**src/rtl/txcs_regs.svh**
```systemverilog
// Register offsets, field positions, reset values and timing counts of the transmit clocking block.
`ifndef TXCS_REGS_SVH
`define TXCS_REGS_SVH
// ==========================================================================
// Register byte offsets.
`define TXCS_OFS_CTRL      8'h00
`define TXCS_OFS_EVENT     8'h04
`define TXCS_OFS_MASK      8'h08
`define TXCS_OFS_STATE     8'h0c
// ==========================================================================
// Control register fields.
`define TXCS_CTRL_SEL      0
`define TXCS_CTRL_RATE     1
`define TXCS_CTRL_HALF     2
`define TXCS_CTRL_RECENTER 3
`define TXCS_CTRL_RESET    4'h8
// ==========================================================================
// Event register fields.
`define TXCS_EV_SLIP       0
`define TXCS_EV_READY      1
// ==========================================================================
// State register fields.
`define TXCS_ST_ERR        0
`define TXCS_ST_FILL_LSB   1
`define TXCS_ST_CHAR_LSB   4
// ==========================================================================
// Timing counts and answer codes.
`define TXCS_SYNC_STAGES   2
`define TXCS_RESP_OKAY     2'h0
`define TXCS_RESP_SLVERR   2'h2
`endif

```
**src/rtl/txcs_pkg.sv**
```systemverilog
// Types shared by the transmit clocking block and its users.
package txcs_pkg;
  // One transmit character: two control bits above eight data bits.
  typedef struct packed {
    logic [1:0] ctrl;
    logic [7:0] data;
  } txcs_char_t;
  // Buffer alignment phases.
  typedef enum logic [0:0] {
    TXCS_ALIGNING = 1'b0,
    TXCS_ALIGNED  = 1'b1
  } txcs_phase_t;
endpackage

```
**src/rtl/txcs_top.sv**
```systemverilog
// Transmit clock selection, phase-align buffer and transmit clock output of one channel.
//
// What this block does
// - Software may choose the reference clock to clock the parallel interface instead.
// - Select latch 0: the input clock samples transmit characters and control bits.
// - Drift beyond buffer capacity raises the error flag until word sync or until the buffer is reinitialised.
// - Writing 0 to the recenter latch initialises the input-to-reference phase.
// - Error flag falling marks the buffer initialised; earlier characters are unreliable.
// - Half-rate reference clocking samples transmit inputs on both reference edges.
// - Half-rate reference clocking updates status outputs on both reference edges.
// - The transmit clock output runs synchronous to the internal character clock.
// - Clock output runs at the reference rate with rate latch 0, double with 1.
// - The clock output has no guaranteed phase relation to the reference input.
// - Characters are captured on the rising edge of the selected interface clock, and on both reference edges at half rate.
// - After slip the error flag holds until word sync or recentering.
`timescale 1ns/10ps
`include "txcs_regs.svh"

module txcs_top #(
  parameter int BUF_DEPTH = 4,
  parameter int HP_WIDTH  = 8
) (
  // Clock and reset.
  input  wire logic                CLK,
  input  wire logic                ARST_N,
  // Link pins from the host.
  input  wire logic                REFERENCE_CLOCK_IN,
  input  wire logic                TX_INPUT_CLOCK,
  input  txcs_pkg::txcs_char_t     TX_CHAR_IN,
  input  wire logic                TX_WORD_SYNC,
  // Character stream toward the encoder and status pins.
  output txcs_pkg::txcs_char_t     TX_CHAR_OUT,
  output logic                     TX_CHAR_STROBE,
  output logic                     TX_PATH_ERROR,
  output logic                     TX_CLOCK_OUT,
  output logic                     IRQ,
  // AXI4-Lite write channels.
  input  wire logic [7:0]          S_AXI_AWADDR,
  input  wire logic                S_AXI_AWVALID,
  output logic                     S_AXI_AWREADY,
  input  wire logic [31:0]         S_AXI_WDATA,
  input  wire logic [3:0]          S_AXI_WSTRB,
  input  wire logic                S_AXI_WVALID,
  output logic                     S_AXI_WREADY,
  output logic [1:0]               S_AXI_BRESP,
  output logic                     S_AXI_BVALID,
  input  wire logic                S_AXI_BREADY,
  // AXI4-Lite read channels.
  input  wire logic [7:0]          S_AXI_ARADDR,
  input  wire logic                S_AXI_ARVALID,
  output logic                     S_AXI_ARREADY,
  output logic [31:0]              S_AXI_RDATA,
  output logic [1:0]               S_AXI_RRESP,
  output logic                     S_AXI_RVALID,
  input  wire logic                S_AXI_RREADY
);
  import txcs_pkg::*;

  localparam int PW = $clog2(BUF_DEPTH);
  localparam logic [PW:0] CENTER = (PW+1)'(BUF_DEPTH / 2);

  // ==========================================================================
  // Pin synchronisers and edge detection.
  localparam int SW = 13;
  logic [SW-1:0] sync1;
  logic [SW-1:0] sync2;
  logic [1:0]    prev_clk;

  // Two stages for every pin; the first stage feeds nothing but the second.
  always_ff @(posedge CLK or negedge ARST_N) begin
    if (!ARST_N) begin
      sync1    <= '0;
      sync2    <= '0;
      prev_clk <= '0;
    end else begin
      sync1    <= {TX_WORD_SYNC, TX_CHAR_IN, TX_INPUT_CLOCK, REFERENCE_CLOCK_IN};
      sync2    <= sync1;
      prev_clk <= sync2[1:0];
    end
  end

  wire        ref_lvl   = sync2[0];
  wire        ref_rise  = ref_lvl & ~prev_clk[0];
  wire        ref_fall  = ~ref_lvl & prev_clk[0];
  wire        in_rise   = sync2[1] & ~prev_clk[1];
  wire        word_sync = sync2[12];
  txcs_char_t pin_char;
  assign pin_char = txcs_char_t'(sync2[11:2]);

  // ==========================================================================
  // Control latches.
  logic [3:0] ctrl;
  logic [1:0] event_sts;
  logic [1:0] event_mask;
  wire        sel_ref  = ctrl[`TXCS_CTRL_SEL];
  wire        rate_dbl = ctrl[`TXCS_CTRL_RATE];
  wire        half     = ctrl[`TXCS_CTRL_HALF];

  // Character tick: reference rising edge, plus falling edge at half rate.
  wire tick = ref_rise | (half & ref_fall);

  // ==========================================================================
  // Phase-align buffer.
  txcs_char_t  buf_mem [BUF_DEPTH];
  logic [PW-1:0] wptr;
  logic [PW-1:0] rptr;
  logic [PW:0]   fill;
  txcs_phase_t   phase;
  logic          slip_err;

  wire buf_full  = (fill == (PW+1)'(BUF_DEPTH));
  wire buf_empty = (fill == '0);
  wire buf_wr    = ~sel_ref & in_rise;
  wire buf_rd    = ~sel_ref & tick & (phase == TXCS_ALIGNED);
  wire do_wr     = buf_wr & ~buf_full;
  wire do_rd     = buf_rd & ~buf_empty;
  wire slip      = (buf_wr & buf_full) | (buf_rd & buf_empty);
  logic recenter;
  wire aligned_now = (phase == TXCS_ALIGNING) & (fill >= CENTER) & ~recenter;

  // Writes come from the input clock, reads from the character tick.
  always_ff @(posedge CLK) begin
    if (do_wr) begin
      buf_mem[wptr] <= pin_char;
    end
  end

  // Pointers; recentering empties the buffer and refills it to half depth.
  always_ff @(posedge CLK or negedge ARST_N) begin
    if (!ARST_N) begin
      wptr  <= '0;
      rptr  <= '0;
      fill  <= '0;
      phase <= TXCS_ALIGNING;
    end else if (recenter) begin
      wptr  <= '0;
      rptr  <= '0;
      fill  <= '0;
      phase <= TXCS_ALIGNING;
    end else begin
      wptr  <= wptr + PW'(do_wr);
      rptr  <= rptr + PW'(do_rd);
      fill  <= fill + (PW+1)'(do_wr) - (PW+1)'(do_rd);
      if (aligned_now) begin
        phase <= TXCS_ALIGNED;
      end
    end
  end

  // Slip error sticks until word sync or recenter; a slip wins over clearing.
  always_ff @(posedge CLK or negedge ARST_N) begin
    if (!ARST_N) begin
      slip_err <= 1'b0;
    end else if (slip) begin
      slip_err <= 1'b1;
    end else if (recenter | word_sync) begin
      slip_err <= 1'b0;
    end
  end

  // The flag stays high until alignment completes, so its fall marks readiness.
  wire err_now = ~sel_ref & (slip_err | (phase == TXCS_ALIGNING));

  // ==========================================================================
  // Character output and error pin, moved only on the character tick; the strobe pulses for one cycle after a tick in bypass or with a buffer read.
  always_ff @(posedge CLK or negedge ARST_N) begin
    if (!ARST_N) begin
      TX_CHAR_OUT    <= '0;
      TX_CHAR_STROBE <= 1'b0;
      TX_PATH_ERROR  <= 1'b0;
    end else begin
      TX_CHAR_STROBE <= tick & (sel_ref | do_rd);
      if (tick) begin
        TX_PATH_ERROR <= err_now;
        if (sel_ref) begin
          TX_CHAR_OUT <= pin_char;
        end else if (do_rd) begin
          TX_CHAR_OUT <= buf_mem[rptr];
        end
      end
    end
  end

  // ==========================================================================
  // Transmit clock output: follows the reference, or doubles it using the
  // measured half period; its phase to the reference input is not fixed.
  logic [HP_WIDTH-1:0] hp_cnt;
  logic [HP_WIDTH-1:0] hp_len;
  wire ref_edge = ref_rise | ref_fall;
  wire mid_pt   = (hp_cnt == (hp_len >> 1)) & ~ref_edge;

  // Half-period measurement in system clock cycles.
  always_ff @(posedge CLK or negedge ARST_N) begin
    if (!ARST_N) begin
      hp_cnt <= '0;
      hp_len <= '0;
    end else if (ref_edge) begin
      hp_cnt <= '0;
      hp_len <= hp_cnt;
    end else if (hp_cnt != '1) begin
      hp_cnt <= hp_cnt + 1'b1;
    end
  end

  // Clock output generator.
  always_ff @(posedge CLK or negedge ARST_N) begin
    if (!ARST_N) begin
      TX_CLOCK_OUT <= 1'b0;
    end else if (!rate_dbl) begin
      TX_CLOCK_OUT <= ref_lvl;
    end else if (ref_edge) begin
      TX_CLOCK_OUT <= 1'b1;
    end else if (mid_pt) begin
      TX_CLOCK_OUT <= 1'b0;
    end
  end

  // ==========================================================================
  // AXI4-Lite slave.
  logic        aw_got;
  logic        w_got;
  logic [7:0]  aw_addr;
  logic [31:0] w_data;
  logic [3:0]  w_strb;
  wire         aw_hs     = S_AXI_AWVALID & S_AXI_AWREADY;
  wire         w_hs      = S_AXI_WVALID & S_AXI_WREADY;
  wire         have_aw   = aw_got | aw_hs;
  wire         have_w    = w_got | w_hs;
  wire         do_write  = have_aw & have_w;
  wire [7:0]   wr_addr   = aw_hs ? S_AXI_AWADDR : aw_addr;
  wire [31:0]  wr_data   = w_hs ? S_AXI_WDATA : w_data;
  wire [3:0]   wr_strb   = w_hs ? S_AXI_WSTRB : w_strb;
  wire         lane0     = do_write & wr_strb[0];
  wire         wr_ctrl   = lane0 & (wr_addr == `TXCS_OFS_CTRL);
  wire         wr_event  = lane0 & (wr_addr == `TXCS_OFS_EVENT);
  wire         wr_mask   = lane0 & (wr_addr == `TXCS_OFS_MASK);
  wire         wr_ok     = (wr_addr == `TXCS_OFS_CTRL) | (wr_addr == `TXCS_OFS_EVENT) |
                           (wr_addr == `TXCS_OFS_MASK) | (wr_addr == `TXCS_OFS_STATE);
  wire         next_aw   = have_aw & ~do_write;
  wire         next_w    = have_w & ~do_write;
  wire         next_bv   = do_write | (S_AXI_BVALID & ~S_AXI_BREADY);
  wire         ar_hs     = S_AXI_ARVALID & S_AXI_ARREADY;
  wire         next_rv   = ar_hs | (S_AXI_RVALID & ~S_AXI_RREADY);
  wire [31:0]  state_word = {18'h0_0000, TX_CHAR_OUT, fill[2:0], err_now};

  assign recenter = wr_ctrl & ~wr_data[`TXCS_CTRL_RECENTER];

  // Read mux; unmapped addresses answer zero with an error response.
  logic [31:0] rd_word;
  logic        rd_ok;
  always_comb begin
    rd_ok = 1'b1;
    case (S_AXI_ARADDR)
      `TXCS_OFS_CTRL:  rd_word = {28'h000_0000, ctrl};
      `TXCS_OFS_EVENT: rd_word = {30'h0000_0000, event_sts};
      `TXCS_OFS_MASK:  rd_word = {30'h0000_0000, event_mask};
      `TXCS_OFS_STATE: rd_word = state_word;
      default: begin
        rd_word = 32'h0000_0000;
        rd_ok   = 1'b0;
      end
    endcase
  end

  // Write address and data are taken in either order; response follows both.
  always_ff @(posedge CLK or negedge ARST_N) begin
    if (!ARST_N) begin
      aw_got        <= 1'b0;
      w_got         <= 1'b0;
      aw_addr       <= 8'h00;
      w_data        <= 32'h0000_0000;
      w_strb        <= 4'h0;
      S_AXI_AWREADY <= 1'b1;
      S_AXI_WREADY  <= 1'b1;
      S_AXI_BVALID  <= 1'b0;
      S_AXI_BRESP   <= `TXCS_RESP_OKAY;
    end else begin
      aw_got        <= next_aw;
      w_got         <= next_w;
      S_AXI_AWREADY <= ~next_aw & ~next_bv;
      S_AXI_WREADY  <= ~next_w & ~next_bv;
      S_AXI_BVALID  <= next_bv;
      if (aw_hs) begin
        aw_addr <= S_AXI_AWADDR;
      end
      if (w_hs) begin
        w_data <= S_AXI_WDATA;
        w_strb <= S_AXI_WSTRB;
      end
      if (do_write) begin
        S_AXI_BRESP <= wr_ok ? `TXCS_RESP_OKAY : `TXCS_RESP_SLVERR;
      end
    end
  end

  // Read channel: one read at a time, data held until taken.
  always_ff @(posedge CLK or negedge ARST_N) begin
    if (!ARST_N) begin
      S_AXI_ARREADY <= 1'b1;
      S_AXI_RVALID  <= 1'b0;
      S_AXI_RDATA   <= 32'h0000_0000;
      S_AXI_RRESP   <= `TXCS_RESP_OKAY;
    end else begin
      S_AXI_ARREADY <= ~next_rv;
      S_AXI_RVALID  <= next_rv;
      if (ar_hs) begin
        S_AXI_RDATA <= rd_word;
        S_AXI_RRESP <= rd_ok ? `TXCS_RESP_OKAY : `TXCS_RESP_SLVERR;
      end
    end
  end

  // ==========================================================================
  // Control latches, sticky events and interrupt; an event beats its clear.
  wire [1:0] ev_set = {aligned_now, slip};
  wire [1:0] ev_clr = wr_event ? wr_data[1:0] : 2'b00;

  always_ff @(posedge CLK or negedge ARST_N) begin
    if (!ARST_N) begin
      ctrl       <= `TXCS_CTRL_RESET;
      event_sts  <= 2'b00;
      event_mask <= 2'b00;
      IRQ        <= 1'b0;
    end else begin
      if (wr_ctrl) begin
        ctrl <= wr_data[3:0];
      end
      if (wr_mask) begin
        event_mask <= wr_data[1:0];
      end
      event_sts <= (event_sts & ~ev_clr) | ev_set;
      IRQ       <= |(((event_sts & ~ev_clr) | ev_set) & event_mask);
    end
  end
endmodule

```
**config.mk**
```make
export PLATFORM = sky130hd
export DESIGN_NAME = txcs_top
export DESIGN_NICKNAME = d
export VERILOG_FILES = /design/src/rtl/txcs_pkg.sv /design/src/rtl/txcs_top.sv
export VERILOG_INCLUDE_DIRS = /design/src /design/src/rtl
export SDC_FILE = /design/constraint.sdc
export NUM_CORES = 1
export LEC_CHECK = 0
export ABC_AREA = 1
export ABC_CLOCK_PERIOD_IN_PS = 3000
export BUFFER_PORTS_ARGS = -buffer_cell sky130_fd_sc_hd__clkbuf_2
export CAP_MARGIN = 25
export CELL_PAD_IN_SITES_DETAIL_PLACEMENT = 1
export CELL_PAD_IN_SITES_GLOBAL_PLACEMENT = 1
export CORE_ASPECT_RATIO = 0.7
export CORE_MARGIN = 2
export CORE_UTILIZATION = 42
export DETAILED_ROUTE_END_ITERATION = 6
export GPL_TIMING_DRIVEN = 0
export PLACE_DENSITY_LB_ADDON = 0.1
export SETUP_SLACK_MARGIN = 0.02
export SLEW_MARGIN = 20
export SYNTH_ARGS = -nofsm -noshare
export SYNTH_HDL_FRONTEND = slang
export SYNTH_SLANG_ARGS = --single-unit
```
**constraint.sdc**
```tcl
create_clock -name CLK -period 3 [get_ports CLK]
set_clock_uncertainty 0.05 [all_clocks]
set_input_delay 0.6 -clock CLK [delete_from_list [all_inputs] [get_ports CLK]]
set_output_delay 0.6 -clock CLK [all_outputs]
set_load 0.01 [all_outputs]
```
==> metrics, run 1 <==
Synth-to-Final Area Change 22.7%; Antenna Nets Post-Route 0; post-route minimum period 2.42 ns; Clk pin slew, worst setup/hold paths 0.07 ns; Worst-Skew Late Latency 0.42 ns; buffer and inverter count on the worst path 3; setup tns final 0 ns; clk sinks 150; Via Count 4453; average size of a mapped cell 10.3 sq um; GRT Total Usage 19.2%; worst-margin pin slew 0.734 ns; P per Cell Area 859 nW/um^2; crit path DAT 2.69 ns; Crit Path Class reg2reg; cell family with most CP delay simple AND/OR/NAND/NOR gates; Die W 149 microns; final net count 797; Sw Ratio 33.3%; Synth Flop Type dfrtp_1; R2R depth 12; crit-path max cell delay 0.38 ns; Synth warnings 0; Max Fanout on Critical Path 7; Vias/cell 4.81; worst-path cell chain clkbuf_1, nor2_1, nand2_1, nor2_1, inv_1, nand2_1, nand2_1, ha_1, fa_1, xnor2_1, nand2_1, inv_1; dpl cells 892; Rows 37; Initial Util 42.4%; internal power 4.34 mW; initial antenna violation count 0; Worst setup EP type flip-flop; DRT Pass-1 Iters 4; hold path depth 1; # H-tree levels 4; Post-synth EDFFs 40; sw power 2.16 mW; relative slew slack 50.8%; Seq/Total Area, Yosys 64.2%; period utilization 80.7%; CP Depth 12; Core ar. 14500 sq um; grt ovf 0; drt wl/cell 15.4 microns; ranking of synthesized cells by area dfrtp_1 (43%), edfxtp_1 (19%), nand2_1 (8.2%); Final Hold Fails 0; status complete, no violations; Worst EP required 3.27 ns; Ports 127; total power 6.50 mW; DRC viols 0; Comb pwr share 23.9%; # resized after CTS 0; unrepaired setup endpoints after global routing no; first-pass GRT wire length 23300 microns; Synth area leader dfrtp_1; DP Wirelength 10300 microns; setup violators final 0; DRT iter0 DRCs 181; WL final 14200 microns; Final Max Slew Viols 0; Leak 3.68 nW; Synth top area share 43.0%; number of max-cap violations 0; RePlAce Congestion 0.779; CTS buffer count 17; WHS 0.233 ns; Clock Power Share 34.6%; clk buf depth 2; non-filler cells, final 925; CTS tree yes; Die H 105 microns; slowest CP cell fa_1; diode count 0; layout cells sized above 1 22.3%; synthesized area 6170 sq um; share of synthesized registers carrying an async set or reset 73.3%; Cell variety after synth 41; min-delay worst type in2reg; sequential power share 41.6%; vias in the first global route 4701; Post-CTS Setup Inserts 0; Peak Freq 413 MHz; clock root buffer clkbuf_16; peak supply drop 0.488 mV; cells after synthesis 600; cell mode on critical path nand2_1; Synth Register Bits 150; IO Port Bufs 75; CP Launch Type flip-flop; pin count of the biggest net entering global routing 86; die area 15700 sq um
power groups by stage:
stage          combinational, mW  sequential (mW)  clock (mW)
2_1_floorplan              0.977             2.72           0
3_3_place_gp                1.44             2.71           0
3_5_place_dp                1.55             2.74           0
4_1_cts                     1.57             2.70        2.30
5_1_grt                     1.75             2.75        2.39
6_report                    1.55             2.70        2.25
registers in the layout, indices dropped and copies added, names as in the netlist, 3 cells and up:
name / flops
S_AXI_RDATA: 14
sync2: 13
hp_len: 7
fill: 3
buf_mem: 40
hp_cnt: 8
TX_CHAR_OUT: 10
sync1: 13
aw_addr: 8
w_data: 4
ctrl: 4
cells by family (layout without fill, tap and decap cells):
| kind of cell | count (synthesis) | in the layout | share of synthesized area [%] |
|---|---|---|---|
| mux | 1 | 1 | 0.183 |
| compound gates | 91 | 91 | 8.38 |
| flops | 150 | 150 | 64.2 |
| buf+inv | 111 | 222 | 8.28 |
| xor+xnor | 4 | 4 | 0.568 |
| fa+ha+maj | 8 | 8 | 1.74 |
| other cells | 1 | 20 | 0.0608 |
| simple gates | 234 | 234 | 16.6 |
path summary, 6_finish.rpt:
check                                    from   endpoint  slack (ns)
worst max-delay path                  ctrl[0]    fill[2]        0.58
worst min-delay path            TX_CHAR_IN[2]   sync1[4]        0.23
worst max register to register        ctrl[0]    fill[2]        0.58
worst min register to register      sync1[12]  sync2[12]        0.30
max in group asynchronous              ARST_N    ctrl[3]        1.64
min in group asynchronous              ARST_N  hp_cnt[2]        0.56
cell usage after synthesis (3+ instances only):
cell type,instances
ha_1,7
nor2_1,26
o21ai_1,3
clkbuf_1,11
inv_1,72
nand2_2,5
nand3_1,43
o21ai_2,4
edfxtp_1,40
o31ai_1,6
dfrtp_1,106
buf_4,21
nor3_1,12
nand4_1,3
a22oi_1,6
dfstp_2,4
or2_2,3
o21ai_0,32
nand2_1,134
a21oi_1,33
metal layers:
metal	vias up	GRT usage, %	share of wire [%]
li1	2162	-	-
met5	-	0	0
met2	101	29.5	45
met1	2184	27.5	50
met3	6	4.63	4.9
met4	0	5.03	0.50
stage by stage:
step | util [%] | area (sq um) | setup slack, ns
final | 52.1 | 7570 | 0.578
after global routing | 52.1 | 7570 | 0.347
after CTS | 52.1 | 7570 | 0.539
after floorplan | - | 6240 | 0.883
after global placement | 47.2 | 6860 | -0.253
after detailed placement | 47.7 | 6930 | 0.544
timing repair:
item,CTS,global route
setup endpoints to repair,0,0
hold buffers,1,0
hold endpoints to repair,14,0
placed cells by master, fill, tap and decap left out, drive strengths merged, types with 2 or more instances in the layout:
cell type / instances
a21oi: 33
nor2: 29
conb: 20
nand4: 3
bufinv: 2
ha: 7
xor2: 2
clkinv: 4
buf: 27
xnor2: 2
nand2: 141
nand3: 44
nor3: 13
o31ai: 6
dfstp: 4
a211oi: 2
inv: 83
edfxtp: 40
a22oi: 6
o21ai: 39
or2: 3
clkbuf: 104
dfrtp: 106
final cells by class:
class,count,area (sq um)
inverter,76,285
buffer,35,225
clock buffer,18,450
timing repair buffer,79,437
tap,195,244
fill,1626,6970
clock inverter,14,179
sequential,150,3960
multi-input combinational,358,1790
(Power assumes the default switching activity.)
==> inputs of run 2 (changes only) <==
--- a/config.mk
+++ b/config.mk
@@ -7,14 +7,14 @@
 export NUM_CORES = 1
 export LEC_CHECK = 0
 export ABC_AREA = 1
-export ABC_CLOCK_PERIOD_IN_PS = 3000
+export ABC_CLOCK_PERIOD_IN_PS = 2000
 export BUFFER_PORTS_ARGS = -buffer_cell sky130_fd_sc_hd__clkbuf_2
 export CAP_MARGIN = 25
 export CELL_PAD_IN_SITES_DETAIL_PLACEMENT = 1
 export CELL_PAD_IN_SITES_GLOBAL_PLACEMENT = 1
 export CORE_ASPECT_RATIO = 0.7
 export CORE_MARGIN = 2
-export CORE_UTILIZATION = 42
+export CORE_UTILIZATION = 38
 export DETAILED_ROUTE_END_ITERATION = 6
 export GPL_TIMING_DRIVEN = 0
 export PLACE_DENSITY_LB_ADDON = 0.1
==> constraint.sdc (replaced) <==
create_clock -name CLK -period 2 [get_ports CLK]
set_clock_uncertainty 0.05 [all_clocks]
set_input_delay 0.4 -clock CLK [delete_from_list [all_inputs] [get_ports CLK]]
set_output_delay 0.4 -clock CLK [all_outputs]
set_load 0.01 [all_outputs]
==> run 2 against run 1 <==
The flow now finishes with violations (setup timing); die area increased by 10%; global-route usage fell by 1.6 points; final area rose by 2.0%; via count rose by 0.94%; wire length increased by 0.45%; critical path type unchanged; critical endpoint unchanged.
==> metrics, run 2 (synthesis gave the netlist of run 1 again) <==
P per Cell Area 1240 nW/um^2 (+45%); peak supply drop 0.614 mV (+26%); clock root buffer clkbuf_16; Antenna Nets Post-Route 0 (unchanged); Finished Cell Area 7720 sq um (+2.0%); unrepaired setup endpoints after global routing yes; clk buf depth 2 (unchanged); DRT iter0 DRCs 230 (+27%); final net count 810 (+1.6%); Core ar. 15700 sq um (+7.9%); first-pass GRT wire length 23500 microns (+0.62%); drt wl/cell 15.2 microns (-1.5%); WL final 14300 microns (+0.45%); GRT Total Usage 17.6% (-1.6 points); DP Worst Slack -0.307 ns (-0.851 ns); Ports 127 (unchanged); Worst setup EP type flip-flop; Fillers 1735 (+6.7%); DRC viols 0 (unchanged); Synth-to-Final Area Change 25.1%; IO Port Bufs 75 (unchanged); post-placement cell area 6930 sq um (about the same); status finished, violations left; commonest non-fill, non-tap cell in the layout nand2_1; die area 17300 sq um (+10%); Peak Freq 485 MHz (+17%); Setup crit end fill[2]; beginning of the critical path sync2[0]; biggest regs buf_mem: 40 flops, S_AXI_RDATA: 14 flops; vias in the first global route 4623 (-1.7%); CP Launch Type flip-flop; post-route minimum period 2.06 ns (-0.359 ns); Top reg by flops buf_mem; Crit Path Class reg2reg; Die H 111 microns (+4.9%); Initial Util 39.3% (-3.1 points); Worst EP required 2.27 ns (-1.00 ns); setup violators final 2 (+2); post-route core utilization 49.2% (-2.9 points); Rows 38 (+2.7%); number of max-cap violations 0 (unchanged); Clk pin slew, worst setup/hold paths 0.07 ns (about the same); hold_sp TX_CHAR_IN[0]; WHS 0.0238 ns (-0.209 ns); violated checks setup timing; Vias/cell 4.77 (-0.98%); initial antenna violation count 0 (unchanged); Final Max Slew Viols 0 (unchanged); relative slew slack 62.7% (+12 points); diode count 0 (unchanged); worst r2r src sync2[0]; clk sinks 150 (unchanged); period utilization 103% (+22 points); Die W 156 microns (+5.0%); most frequent cells in the layout nand2_1 (129), dfrtp_1 (105), clkbuf_2 (74); setup tns final -0.108 ns (-0.108 ns); crit path DAT 2.33 ns (-0.36 ns); Worst-Skew Late Latency 0.43 ns (about the same); hold path depth 1 (unchanged); non-filler cells, final 943 (+1.9%); Final Hold Fails 0 (unchanged); layout cells sized above 1 25.8% (+3.5 points); DRT Pass-1 Iters 4 (unchanged); CTS tree yes; R2R depth 11 (-1); dpl cells 896 (+0.45%); max reg flops 40 (unchanged); min-delay worst type in2reg; Final WS setup -0.0628 ns (-0.641 ns); Max Fanout on Critical Path 3 (-4); worst-margin pin slew 0.557 ns (-0.177 ns); pin count of the biggest net entering global routing 86 (unchanged); # H-tree levels 4 (unchanged); Via Count 4495 (+0.94%); DP Wirelength 10300 microns (about the same); Reg2Reg Capture Point fill[2]; grt ovf 0 (unchanged); Reg2Reg Setup Slack -0.06 ns (-0.64 ns); Leak 3.73 nW (+1.3%); CTS buffer count 17 (unchanged); RePlAce Congestion 0.733 (-5.9%); total power 9.59 mW (+48%)
==> run 2: cell count changes in the layout (fill, tap and decap cells not counted), moves of 3 or more <==
cell | previous run | this run
buf_4 | 23 | 33
nand2_1 | 134 | 129
ha_1 | 7 | 4
inv_1 | 72 | 69
inv_6 | 6 | 9
nand2_2 | 5 | 8
nor3_2 | 4 | 1
nor3_4 | 1 | 4
==> run 2: per-layer routing <==
| metal | routed length, microns | up-vias | part of all wire (%) | GRT usage, % |
|---|---|---|---|---|
| met2 | 6300 | 98 | 44 | 26.0 |
| li1 | - | 2180 | - | - |
| met3 | 679 | 15 | 4.8 | 4.87 |
| met4 | 157 | 0 | 1.1 | 4.65 |
| met5 | 0 | - | 0 | 0 |
| met1 | 7150 | 2202 | 50 | 25.4 |
==> run 2: final cells by class <==
class | count | area, sq um | area share [%]
sequential | 150 | 3960 | 51.3
multi-input combinational | 358 | 1880 | 24.4
timing repair buffer | 93 | 547 | 7.09
clock buffer | 18 | 429 | 5.56
inverter | 76 | 290 | 3.76
tap | 200 | 250 | 3.24
buffer | 34 | 229 | 2.97
clock inverter | 14 | 128 | 1.65
==> run 2: worst min-delay path by stage <==
| stage | endpoint |
|---|---|
| finish | sync1[2] |
| detailed placement | hp_cnt[2] |
| floorplan | IRQ |
| global route | sync1[3] |
| CTS | sync1[4] |
| global placement | sync2[7] |
==> run 2: what timing repair did <==
action	CTS	global route
cloned	0	2
setup endpoints to repair	40	56
hold buffers	1	0
pin swaps	2	7
gates resized for setup	8	23
hold endpoints to repair	25	0
setup buffers	9	7
==> run 2: report_power, final <==
group	switching [mW]	internal, mW	leakage [nW]
logic	1.58	0.915	1.74
clock network	1.39	1.65	0.275
registers	0.340	3.72	1.71
==> run 2: worst max-delay path: stages, from the launching register on <==
cell	delay [ns]
dfrtp_1	0.40
inv_1	0.07
ha_2	0.16
a21o_1	0.14
nand4_1	0.18
nand2_1	0.13
nand2_1	0.06
ha_2	0.17
fa_2	0.35
xnor2_1	0.13
nand2_1	0.07
inv_1	0.04
==> inputs of run 3 (changes only) <==
--- a/config.mk
+++ b/config.mk
@@ -6,7 +6,6 @@
 export SDC_FILE = /design/constraint.sdc
 export NUM_CORES = 1
 export LEC_CHECK = 0
-export ABC_AREA = 1
 export ABC_CLOCK_PERIOD_IN_PS = 2000
 export BUFFER_PORTS_ARGS = -buffer_cell sky130_fd_sc_hd__clkbuf_2
 export CAP_MARGIN = 25
@@ -14,7 +13,7 @@
 export CELL_PAD_IN_SITES_GLOBAL_PLACEMENT = 1
 export CORE_ASPECT_RATIO = 0.7
 export CORE_MARGIN = 2
-export CORE_UTILIZATION = 38
+export CORE_UTILIZATION = 40
 export DETAILED_ROUTE_END_ITERATION = 6
 export GPL_TIMING_DRIVEN = 0
 export PLACE_DENSITY_LB_ADDON = 0.1
==> run 3 against run 2 <==
The flow still finishes with violations (setup timing); via count fell by 16%; combinational power fell by 2%; non-clock buffer count fell by 3; wire length fell by 6.6%; sequential share of layout area rose by 0.39 points; first-iteration DRC count fell by 27%; total power rose by 4.1%; maximum frequency fell by 5.6%; clock power rose by 9.5%; area after synthesis fell by 2.1%; critical path type unchanged; largest cell class unchanged; highest routed layer unchanged.
==> metrics, run 3 <==
Synth area leader dfrtp_1; peak supply drop 0.658 mV (+7.1%); clk sinks 150 (unchanged); synthesized area 6040 sq um (-2.1%); cells after synthesis 438 (-27%); post-placement cell area 6790 sq um (-2.0%); status finished, violations left; Max Fanout on Critical Path 4 (+1); Worst-Skew Late Latency 0.42 ns (about the same); post-route minimum period 2.18 ns (+0.122 ns); DP Wirelength 9150 microns (-11%); P per Cell Area 1310 nW/um^2 (+5.0%); DRT iter0 DRCs 168 (-27%); grt ovf 0 (unchanged); Synth top area share 43.9% (+0.93 points); Final Hold Fails 0 (unchanged); total power 9.99 mW (+4.1%); period utilization 109% (+6.1 points); dpl cells 728 (-19%); Peak Freq 458 MHz (-5.6%); Comb pwr share 24.4% (-1.6 points); setup violators final 28 (+26); violated checks setup timing; Rows 37 (-2.6%); Core ar. 14700 sq um (-6.2%); GRT Total Usage 18.0% (+0.44 points); Final WS setup -0.184 ns (-0.122 ns); Ports 127 (unchanged); Synth warnings 0 (unchanged); Via Count 3772 (-16%); sw power 2.99 mW (-9.5%); min-delay worst type in2reg; cell family with most CP delay adder cells; DP Worst Slack -0.467 ns (-0.161 ns); non-filler cells, final 774 (-18%); Cell variety after synth 54 (+32%); Crit Path Class reg2reg; relative slew slack 46.7% (-16 points); # H-tree levels 4 (unchanged); final net count 646 (-20%); Worst setup EP type flip-flop; Sw Ratio 30.0% (-4.5 points); layout cells sized above 1 34.7% (+8.9 points); post-route core utilization 52.0% (+2.8 points); Initial Util 41.0% (+1.7 points); DRC viols 0 (unchanged); Die H 107 microns (-3.4%); Seq/Total Area, Yosys 65.6% (+1.4 points); vias in the first global route 3889 (-16%); Finished Cell Area 7650 sq um (-0.79%); internal power 7.00 mW (+11%); Synth Flop Type dfrtp_1; DRT Pass-1 Iters 4 (unchanged); crit-path max cell delay 0.42 ns (+0.02 ns); top-count cell post-synth dfrtp_1; first-pass GRT wire length 21400 microns (-8.8%); crit path DAT 2.45 ns (+0.12 ns); WL final 13400 microns (-6.6%); IO Port Bufs 75 (unchanged); die area 16100 sq um (-6.8%); CTS tree yes; Final Max Slew Viols 0 (unchanged); diode count 0 (unchanged); max reg flops 40 (unchanged); WHS 0.0302 ns (+0.00640 ns); Post-synth EDFFs 40 (unchanged); pin count of the biggest net entering global routing 67 (-22%); unrepaired setup endpoints after global routing yes; Clock Power Share 33.3% (+1.6 points); setup tns final -1.38 ns (-1.27 ns); ranking of synthesized cells by area dfrtp_1 (44%), edfxtp_1 (20%), mux4_2 (4.5%); commonest cells in the netlist dfrtp_1 (106), edfxtp_1 (40), nand2_1 (39); number of max-cap violations 0 (unchanged); Antenna Nets Post-Route 0 (unchanged); Worst EP required 2.26 ns (about the same); Clk pin slew, worst setup/hold paths 0.06 ns (about the same); biggest regs buf_mem: 40 flops, S_AXI_RDATA: 14 flops; drt wl/cell 17.3 microns (+14%); clk buf depth 2 (unchanged); worst-margin pin slew 0.800 ns (+0.242 ns); Synth Register Bits 150 (unchanged); sequential power share 42.2% (-0.2 points); most frequent cells in the layout dfrtp_1 (106), clkbuf_2 (78), edfxtp_1 (40); Leak 3.40 nW (-8.8%); buffer and inverter count on the worst path 1 (-1); worst-path cell chain inv_1, ha_1, a21o_1, nand2_2, nor3_4, xor2_1, ha_2, fa_2, nor2b_1; clock root buffer clkbuf_16; Die W 151 microns (-3.5%); RePlAce Congestion 0.737 (+0.61%); average size of a mapped cell 13.8 sq um (+34%); Top reg by flops buf_mem; slowest CP cell dfrtp_1; CP Launch Type flip-flop; Vias/cell 4.87 (+2.2%); commonest non-fill, non-tap cell in the layout dfrtp_1; initial antenna violation count 0 (unchanged); Synth-to-Final Area Change 26.8%; share of synthesized registers carrying an async set or reset 73.3% (unchanged); CTS buffer count 17 (unchanged)
[run 3: power groups by stage]
stage | clock network [mW] | logic, mW | registers, mW
after floorplan | 0 | 1.48 | 4.19
after global placement | 0 | 2.20 | 4.21
after detailed placement | 0 | 2.27 | 4.24
after CTS | 3.39 | 2.41 | 4.22
after global routing | 3.55 | 2.72 | 4.29
final | 3.33 | 2.44 | 4.22
[run 3: path summary, 6_finish.rpt]
path / start / end / slack [ns] / cells after the start
min reg2reg: sync1[11] / sync2[11] / 0.29 / 0
max in group asynchronous: ARST_N / S_AXI_ARREADY / 0.77 / 3
max: sync2[0] / fill[1] / -0.18 / 9
min in group asynchronous: ARST_N / w_strb[0] / 0.44 / 2
max reg2reg: sync2[0] / fill[1] / -0.18 / 9
min: TX_CHAR_IN[2] / sync1[4] / 0.03 / 1
[run 3: timing repair]
item / in CTS / in global routing
pin swaps: 7 / 7
resized for setup: 17 / 9
endpoints found under the hold margin: 43 / 0
setup buffers: 10 / 4
hold buffers: 1 / 0
setup endpoints to repair: 75 / 52
[run 3: final cells by class]
| class | instances | area (sq um) |
|---|---|---|
| buffer | 33 | 216 |
| tap | 195 | 244 |
| multi-input combinational | 255 | 1970 |
| clock inverter | 5 | 81.3 |
| fill | 1529 | 7070 |
| sequential | 150 | 3960 |
| inverter | 18 | 67.6 |
| timing repair buffer | 91 | 572 |
| clock buffer | 27 | 546 |
[run 3: kinds of logic after synthesis]
kind of cell	synth area share, %
flip-flops	65.6
XOR/XNOR	2.03
buffers and inverters	4.62
AO/OA/AOI/OAI	6.34
other	0.0621
multiplexers	9.78
AND/OR/NAND/NOR	9.80
adder cells (fa/ha/maj)	1.78
[run 3: routing by layer]
layer  up-vias  share of wire, %  track usage, %
li1       1779                 -               -
met1      1885                52            27.9
met2        91                41            24.1
met3        17               5.2            5.15
met4         0               1.6            6.01
met5         -                 0               0
